**src/design/fiap_pkg.sv**
```systemverilog
// ************************************************************
// Flash in-application programming sequencer constants
// ************************************************************
package fiap_pkg;

	// ************************************************************
	// Register offsets and field positions
	// ************************************************************
	localparam logic [7:0] ADDR_CMD_STATUS = 8'hd5;
	localparam logic [7:0] ADDR_DATA_PORT  = 8'hd6;
	localparam logic [7:0] ADDR_OPTION     = 8'hfc;
	localparam int         IDLE_BIT        = 7;
	localparam int         FAIL_BIT        = 6;
	localparam int         WDT_BIT         = 3;
	localparam int         LOCK_MSB        = 5;
	localparam int         LOCK_LSB        = 3;
	localparam logic [7:0] LOCK_ADDR       = 8'h40;

	// ************************************************************
	// Signature addresses
	// ************************************************************
	localparam logic [7:0] SIG_MFR_ADDR  = 8'h30;
	localparam logic [7:0] SIG_PART_ADDR = 8'h31;
	localparam logic [7:0] SIG_EXT_ADDR  = 8'h60;

	// ************************************************************
	// Reset values and masks
	// ************************************************************
	localparam logic [3:0] CMD_RESET       = 4'h0;
	localparam logic [7:0] ERASED_BYTE     = 8'hff;
	localparam logic [7:0] OPT_UNDEF_MASK  = 8'hf7;
	localparam logic [2:0] LOCK_ERASED     = 3'h7;
	localparam logic [15:0] UPPER_LO       = 16'h2000;
	localparam logic [15:0] UPPER_HI       = 16'h3fff;

	// ************************************************************
	// Timing
	// ************************************************************
	localparam int CLK_PERIOD_NS   = 100;
	localparam int IDLE_CLEAR_NS   = 1000;
	localparam int IDLE_CLEAR_CYC  = IDLE_CLEAR_NS / CLK_PERIOD_NS;

	// ************************************************************
	// Command codes
	// ************************************************************
	typedef enum logic [3:0] {
		CMD_READ      = 4'h0,
		CMD_VFY_OPT   = 4'h1,
		CMD_VFY_SEC   = 4'h2,
		CMD_VFY_UPPER = 4'h3,
		CMD_WR_OPT    = 4'h9,
		CMD_WR_SEC    = 4'ha,
		CMD_WR_UPPER  = 4'hb,
		CMD_ER_OPT    = 4'hc,
		CMD_ER_SEC    = 4'hd,
		CMD_ER_UPPER  = 4'he,
		CMD_SYS_RESET = 4'hf
	} fiap_cmd_t;

	typedef enum logic [1:0] {
		SEL_UPPER  = 2'h0,
		SEL_SEC    = 2'h1,
		SEL_OPTION = 2'h2
	} fiap_sel_t;

	typedef enum logic [1:0] {
		OP_READ    = 2'h0,
		OP_PROGRAM = 2'h1,
		OP_ERASE   = 2'h2
	} fiap_op_t;

endpackage

```
**src/design/fiap_sequencer.sv**
```systemverilog
`timescale 1ns/1ps
module fiap_sequencer #(
	parameter logic [7:0] MFR_ID  = 8'h5a, // Arbitrary value.
	parameter logic [7:0] PART_ID = 8'h11, // Arbitrary value.
	parameter logic [7:0] EXT_ID  = 8'h22  // Arbitrary value.
) (
	// Clock and reset
	input  wire logic        sys_clk,
	input  wire logic        rst,
	// Special-function register port
	input  wire logic [7:0]  sfr_addr,
	input  wire logic        sfr_wr,
	input  wire logic        sfr_rd,
	input  wire logic [7:0]  sfr_wdata,
	output logic      [7:0]  sfr_rdata,
	input  wire logic        ta_open,
	// Flash macro port
	output logic             fl_start,
	output logic             fl_rd,
	output logic      [1:0]  fl_sel,
	output logic      [1:0]  fl_op,
	output logic      [15:0] fl_addr,
	output logic      [7:0]  fl_wdata,
	input  wire logic [7:0]  fl_rdata,
	input  wire logic        fl_done,
	input  wire logic        fl_fail,
	// Loader and signature port
	input  wire logic        ldr_mode_pin,
	input  wire logic        par_mode_pin,
	input  wire logic [7:0]  sig_addr,
	output logic      [7:0]  sig_rdata,
	output logic             ldr_verify_ok,
	output logic             ldr_program_ok,
	// System controls
	output logic             upper_exec_en,
	output logic             wdt_por_en,
	output logic             sys_reset_req
);

	typedef enum logic [1:0] {
		ST_COLLECT,
		ST_BUSY,
		ST_SPENT
	} fiap_state_t;

	// ************************************************************
	// Register bus decode
	// ************************************************************
	fiap_state_t state_reg;
	logic [3:0]  cmd_reg;
	logic        idle_reg;
	logic        fail_reg;
	logic [7:0]  data_reg;
	logic [15:0] addr_reg;
	logic [1:0]  cnt_reg;
	logic [7:0]  option_reg;
	logic [2:0]  lock_reg;
	logic        rd_pend_reg;
	logic        opt_pend_reg;
	logic [1:0]  mode_s1_reg;
	logic [1:0]  mode_s2_reg;
	logic        cmd_wr_ok;
	logic        data_wr;
	logic [1:0]  need;
	logic        last;
	logic [15:0] addr_next;
	logic        is_read;
	logic        in_range;
	logic        loader;
	logic [1:0]  sel_code;

	// Writes without the unlock window, or during an operation, die here.
	assign cmd_wr_ok = sfr_wr && sfr_addr == fiap_pkg::ADDR_CMD_STATUS
		&& ta_open && state_reg != ST_BUSY;
	// The data port is dead in read mode and after a completed operation.
	assign data_wr = sfr_wr && sfr_addr == fiap_pkg::ADDR_DATA_PORT
		&& cmd_reg != fiap_pkg::CMD_READ
		&& state_reg == ST_COLLECT;

	always_comb begin
		case (cmd_reg)
			fiap_pkg::CMD_VFY_SEC:   need = 2'h1;
			fiap_pkg::CMD_VFY_UPPER: need = 2'h2;
			fiap_pkg::CMD_WR_OPT:    need = 2'h1;
			fiap_pkg::CMD_WR_SEC:    need = 2'h2;
			fiap_pkg::CMD_WR_UPPER:  need = 2'h3;
			fiap_pkg::CMD_ER_OPT:    need = 2'h1;
			fiap_pkg::CMD_ER_SEC:    need = 2'h1;
			fiap_pkg::CMD_ER_UPPER:  need = 2'h1;
			default:                 need = 2'h0;
		endcase
	end

	assign last      = data_wr && need != 2'h0 && cnt_reg + 2'h1 == need;
	assign addr_next = {addr_reg[7:0], sfr_wdata};
	assign is_read   = cmd_reg == fiap_pkg::CMD_VFY_SEC
		|| cmd_reg == fiap_pkg::CMD_VFY_UPPER;
	// Erase codes sit one step below their write twins, so shift them up.
	assign sel_code  = cmd_reg[1:0] + {1'b0, &cmd_reg[3:2]};
	// Upper-bank accesses outside the bank fail instead of reaching flash.
	assign in_range  = cmd_reg == fiap_pkg::CMD_VFY_UPPER
		? (addr_next >= fiap_pkg::UPPER_LO
			&& addr_next <= fiap_pkg::UPPER_HI)
		: cmd_reg == fiap_pkg::CMD_WR_UPPER
		? (addr_reg >= fiap_pkg::UPPER_LO
			&& addr_reg <= fiap_pkg::UPPER_HI)
		: 1'b1;

	// ************************************************************
	// Command field
	// ************************************************************
	always_ff @(posedge sys_clk or posedge rst) begin
		if (rst) begin
			cmd_reg <= fiap_pkg::CMD_RESET;
		end else if (cmd_wr_ok) begin
			cmd_reg <= sfr_wdata[3:0];
		end else if (cmd_reg == fiap_pkg::CMD_SYS_RESET) begin
			cmd_reg <= fiap_pkg::CMD_RESET;
		end
	end

	always_ff @(posedge sys_clk or posedge rst) begin
		if (rst) begin
			sys_reset_req <= 1'b0;
		end else begin
			sys_reset_req <= cmd_wr_ok
				&& sfr_wdata[3:0] == fiap_pkg::CMD_SYS_RESET;
		end
	end

	assign upper_exec_en = cmd_reg == fiap_pkg::CMD_READ;

	// ************************************************************
	// Sequencer
	// ************************************************************
	always_ff @(posedge sys_clk or posedge rst) begin
		if (rst) begin
			state_reg <= ST_COLLECT;
			idle_reg  <= 1'b1;
			fail_reg  <= 1'b0;
			cnt_reg   <= 2'h0;
			addr_reg  <= 16'h0000;
			fl_start  <= 1'b0;
			fl_rd     <= 1'b0;
			fl_sel    <= fiap_pkg::SEL_UPPER;
			fl_op     <= fiap_pkg::OP_READ;
			fl_addr   <= 16'h0000;
			fl_wdata  <= 8'h00;
		end else begin
			fl_start <= 1'b0;
			fl_rd    <= 1'b0;
			if (cmd_wr_ok) begin
				state_reg <= ST_COLLECT;
				cnt_reg   <= 2'h0;
				fail_reg  <= 1'b0;
			end else if (data_wr) begin
				cnt_reg  <= cnt_reg + 2'h1;
				addr_reg <= addr_next;
				if (last) begin
					state_reg <= ST_SPENT;
					fl_wdata  <= sfr_wdata;
					fl_sel    <= sel_code == 2'h1 ? fiap_pkg::SEL_OPTION
						: sel_code == 2'h2 ? fiap_pkg::SEL_SEC
						: fiap_pkg::SEL_UPPER;
					fl_op     <= is_read ? fiap_pkg::OP_READ
						: cmd_reg[3:2] == 2'h3 ? fiap_pkg::OP_ERASE
						: fiap_pkg::OP_PROGRAM;
					fl_addr   <= is_read ? addr_next : addr_reg;
					if (!in_range) begin
						fail_reg <= 1'b1;
					end else if (is_read) begin
						fl_rd <= 1'b1;
					end else begin
						state_reg <= ST_BUSY;
						fl_start  <= 1'b1;
						idle_reg  <= 1'b0;
					end
				end
			end else if (state_reg == ST_BUSY && (fl_done || fl_fail)) begin
				state_reg <= ST_SPENT;
				idle_reg  <= 1'b1;
				fail_reg  <= fl_fail;
			end
		end
	end

	// ************************************************************
	// Data port, option byte and lock shadow
	// ************************************************************
	always_ff @(posedge sys_clk or posedge rst) begin
		if (rst) begin
			data_reg     <= 8'h00;
			rd_pend_reg  <= 1'b0;
			opt_pend_reg <= 1'b0;
		end else begin
			rd_pend_reg  <= fl_rd;
			opt_pend_reg <= cmd_wr_ok
				&& sfr_wdata[3:0] == fiap_pkg::CMD_VFY_OPT;
			if (opt_pend_reg) begin
				data_reg <= option_reg | fiap_pkg::OPT_UNDEF_MASK;
			end else if (rd_pend_reg) begin
				data_reg <= fl_rdata;
			end else if (data_wr) begin
				// A verify aimed outside the bank answers erased data.
				data_reg <= last && !in_range
					? fiap_pkg::ERASED_BYTE : sfr_wdata;
			end
		end
	end

	// The option byte lives in flash; this shadow follows each
	// successful option operation so the watchdog setting is live.
	always_ff @(posedge sys_clk or posedge rst) begin
		if (rst) begin
			option_reg <= fiap_pkg::ERASED_BYTE;
			lock_reg   <= fiap_pkg::LOCK_ERASED;
		end else if (state_reg == ST_BUSY && fl_done && !fl_fail) begin
			if (fl_sel == fiap_pkg::SEL_OPTION) begin
				option_reg <= fl_op == fiap_pkg::OP_ERASE
					? fiap_pkg::ERASED_BYTE : fl_wdata;
			end else if (fl_sel == fiap_pkg::SEL_SEC) begin
				if (fl_op == fiap_pkg::OP_ERASE) begin
					lock_reg <= fiap_pkg::LOCK_ERASED;
				end else if (fl_addr[7:0] == fiap_pkg::LOCK_ADDR) begin
					lock_reg <= lock_reg
						& fl_wdata[fiap_pkg::LOCK_MSB:fiap_pkg::LOCK_LSB];
				end
			end
		end
	end

	assign wdt_por_en = !option_reg[fiap_pkg::WDT_BIT];

	always_ff @(posedge sys_clk or posedge rst) begin
		if (rst) begin
			sfr_rdata <= 8'h00;
		end else if (sfr_rd) begin
			if (sfr_addr == fiap_pkg::ADDR_CMD_STATUS) begin
				sfr_rdata <= {idle_reg, fail_reg, 2'b00, cmd_reg};
			end else if (sfr_addr == fiap_pkg::ADDR_DATA_PORT
				&& cmd_reg != fiap_pkg::CMD_READ) begin
				sfr_rdata <= data_reg;
			end else begin
				sfr_rdata <= 8'h00;
			end
		end
	end

	// ************************************************************
	// Loader modes
	// ************************************************************
	always_ff @(posedge sys_clk or posedge rst) begin
		if (rst) begin
			mode_s1_reg <= 2'b00;
			mode_s2_reg <= 2'b00;
		end else begin
			mode_s1_reg <= {par_mode_pin, ldr_mode_pin};
			mode_s2_reg <= mode_s1_reg;
		end
	end

	assign loader = |mode_s2_reg;
	// Levels stack: any lock bit stops loading, bits zero or one also stop verify.
	assign ldr_program_ok = loader && &lock_reg;
	assign ldr_verify_ok  = loader && &lock_reg[1:0];

	always_ff @(posedge sys_clk or posedge rst) begin
		if (rst) begin
			sig_rdata <= 8'h00;
		end else if (!loader) begin
			sig_rdata <= 8'h00;
		end else begin
			case (sig_addr)
				fiap_pkg::SIG_MFR_ADDR:  sig_rdata <= MFR_ID;
				fiap_pkg::SIG_PART_ADDR: sig_rdata <= PART_ID;
				fiap_pkg::SIG_EXT_ADDR:  sig_rdata <= EXT_ID;
				fiap_pkg::ADDR_OPTION:
					sig_rdata <= option_reg | fiap_pkg::OPT_UNDEF_MASK;
				default:                 sig_rdata <= 8'h00;
			endcase
		end
	end

	// ************************************************************
	// Assertions
	// ************************************************************
	localparam int CLR_CYC = fiap_pkg::IDLE_CLEAR_CYC;
endmodule

```
**config.mk**
```make
export PLATFORM = sky130hd
export DESIGN_NAME = fiap_sequencer
export DESIGN_NICKNAME = d
export VERILOG_FILES = /design/src/design/fiap_pkg.sv /design/src/design/fiap_sequencer.sv
export SDC_FILE = /design/constraint.sdc
export NUM_CORES = 1
export LEC_CHECK = 0
export BUFFER_PORTS_ARGS = -buffer_cell sky130_fd_sc_hd__buf_2
export CORE_MARGIN = 8
export CORE_UTILIZATION = 40
export DETAILED_ROUTE_END_ITERATION = 8
export PLACE_DENSITY = 0.7
export SYNTH_ARGS = -nofsm -noshare
export SYNTH_HDL_FRONTEND = slang
export SYNTH_SLANG_ARGS = --single-unit
export TNS_END_PERCENT = 100
```
**constraint.sdc**
```tcl
create_clock -name sys_clk -period 3.2 [get_ports sys_clk]
set_input_delay 0.96 -clock sys_clk [delete_from_list [all_inputs] [get_ports sys_clk]]
set_output_delay 0.96 -clock sys_clk [all_outputs]
set_load 0.05 [all_outputs]
```
==> impl_metrics.ini <==
[global_route]
grt_pass1_vias = 3486
grt.total_usage_pct = 15.4
grt_max_degree = 49
antenna_found_initial = 0
grt_pass1_wl_mm = 17.9
overflow = 0

[floorplan]
die_area_mm2 = 0.0143
io_pins = 92
core_mm2 = 0.0104
die_h_um = 119
rows = 37
die_x_um = 119
start_util_pct = 41.2

[drt]
totalWireLength_mm = 10.9
dr_total_vias = 3504
drc = 0
drt-vias-per-instance = 5.31
drtAntennaViolNets = 0
first_iter_violations = 341
wl_per_cell_um = 16.5
drtPass1Iterations = 4

[sta]
fmax_ghz = 0.354
rsz0062_at_grt = no
finClkSkew_ps = 11.5
fin_crit_ps = 2820
hold_viol = 0
relSlewSlack_pct = 34.1
tns_ps = 0
period_share_pct = 88.2
setup_viol = 0
tightest_slew_ps = 989
slew_violations = 0

[setup_path]
worst-path-buf-inv = 2
reg2reg_to = fl_sel[0]$_DFFE_PP0P_
startpoint = cmd_reg[0]$_DFFE_PP0P_
worstReg2RegStart = cmd_reg[0]$_DFFE_PP0P_
critPathCapture = upper_exec_en
reg2reg_depth = 5
r2r_slack_ps = 750
critPathKind = flop to output port
cp_slowest_cell = or4_4
max_stage_delay_ps = 600
endpoint_kind = output port
startpoint_type = flop
cp_max_fo = 13
crit_chain = or4_4 -> inv_2 -> buf_2
crit_required_ps = 2240
cp_num_cells = 3
arrival_ps = 1860
crit_family = simple AND/OR/NAND/NOR gates

[power_and_ir_drop]
p_int_mw = 1.51
p_seq_share_pct = 56.2
leakagePower_nw = 2.44
power_frac_comb_pct = 7.6
powerDensity_mw_per_mm2 = 412
power.switching_mw = 0.563
switching_share_pct = 27.2
worst_ir_drop_vdd_mv = 0.175
power_frac_clock_pct = 36.2

[synth]
syn_avg_cell_area_um2 = 9.92
synth_cell_types = 59
yosysSeqAreaShare_pct = 52.8
synth-main-ff-cell = dfrtp_1
ys_warn_count = 0
synth.net_count = 473
synth_cells = 431
synthArstFlopShare_pct = 100
synth_area_mm2 = 0.00428
synth_seq_cells = 90
synth_edf_count = 0

[layout]
n_antenna_cell = 0
fin_util_pct = 48.4
syn_to_final_growth_pct = 17.4
layout_common_cells = 110 x nand2_1, 91 x buf_2, 85 x dfrtp_1
fin_nets = 561
final_common_cell = nand2_1
drive_above_1_share_pct = 29.2

[clock_tree]
cts_tree = yes
cts-buffers-inserted = 9
clock-sinks = 90
post-cts-setup-buffer-count = 0
clock_latency_ps = 360
ctsHoldBuffers = 0
cts_buffer_depth = 2
cts-resized-gates = 0
cts-root-buf = clkbuf_8
h-tree-depth = 3
path_clk_slew_ps = 100

[placement]
gp_congestion = 0.796
dp_hpwl_mm = 8.17
port_buffers = 91

[worst_hold_path]
min_path_cells = 0
hp-class = flop to flop

[status]
outcome = finished, final reports clean

[run]
maxCapViolations = 0
[cells by family (layout without fill, tap and decap cells)]
group	after synthesis	after routing	share of synthesized area [%]
simple gates	193	193	23.0
compound gates	93	93	14.4
flops	90	90	52.8
buf+inv	34	127	4.86
mux	18	18	4.24
xor+xnor	2	2	0.410
fa+ha+maj	1	1	0.293
[layer usage]
metal | GRT usage (%) | routed length, µm
met2 | 24.3 | 4960
met3 | 4.02 | 923
met5 | 0 | 0
met1 | 20.0 | 4780
met4 | 5.85 | 197
[power groups by stage]
stage	registers, mW	logic, mW	clock network (mW)
6_report	1.16	0.156	0.750
2_1_floorplan	1.20	0.0746	0
5_1_grt	1.17	0.171	0.819
3_5_place_dp	1.19	0.158	0
3_3_place_gp	1.19	0.155	0
4_1_cts	1.16	0.159	0.768
[cell usage after synthesis, types with 3 or more instances]
master / number / area, µm²
o22ai_1: 7 / 43.8
o21ai_1: 10 / 50.1
dfrtp_1: 85 / 2130
nand3_1: 11 / 55.1
a21oi_1: 22 / 110
o21ai_0: 15 / 75.1
nand2_1: 110 / 413
nor4b_1: 3 / 26.3
o21ai_2: 11 / 96.3
a211oi_1: 8 / 60.1
nand2b_1: 10 / 62.6
nor2_1: 20 / 75.1
buf_4: 4 / 30.0
nor4_1: 4 / 25.0
dfstp_2: 5 / 131
inv_1: 8 / 30.0
buf_2: 7 / 35.0
a22oi_1: 6 / 45.0
nand4b_1: 3 / 26.3
clkbuf_1: 6 / 22.5
o21a_1: 3 / 22.5
nor3_1: 3 / 15.0
buf_6: 6 / 67.6
and4_1: 3 / 26.3
mux2i_1: 17 / 170
[worst reg2reg max path, cell delays in order (launching register included)]
cell     delay (ps)
dfrtp_1         550
or4_4           600
nand4_4         120
a311o_2         760
nor3_2          130
a21o_1          190
[worst min path at each step]
stage / from / to / slack [ps]
floorplan: mode_s1_reg[0]$_DFF_PP0_ / mode_s2_reg[0]$_DFF_PP0_ / 330
global placement: mode_s1_reg[1]$_DFF_PP0_ / mode_s2_reg[1]$_DFF_PP0_ / 330
detailed placement: mode_s1_reg[1]$_DFF_PP0_ / mode_s2_reg[1]$_DFF_PP0_ / 330
CTS: mode_s1_reg[1]$_DFF_PP0_ / mode_s2_reg[1]$_DFF_PP0_ / 360
global route: mode_s1_reg[0]$_DFF_PP0_ / mode_s2_reg[0]$_DFF_PP0_ / 360
finish: mode_s1_reg[0]$_DFF_PP0_ / mode_s2_reg[0]$_DFF_PP0_ / 360
[stage by stage]
step / total power [mW] / instances / setup WS (ps) / hold slack (ps) / area [µm²]
after floorplan: 1.28 / 431 / 821 / 331 / 4280
after global placement: 1.34 / 644 / 538 / 333 / 4830
after detailed placement: 1.34 / 644 / 468 / 335 / 4830
after CTS: 2.09 / 660 / 371 / 359 / 5020
after global routing: 2.16 / 660 / 314 / 365 / 5020
final: 2.07 / 660 / 379 / 357 / 5020
[area by class of cell]
type                    instances  area (µm²)
clock inverters                 7        71.3
clock buffers                   9         124
inverters                       9        37.5
repair buffers                102         551
well taps                     136         170
fillers                       951        5350
flip-flops and latches         90        2260
multi-input cells             307        1810
(Power assumes the default switching activity.)
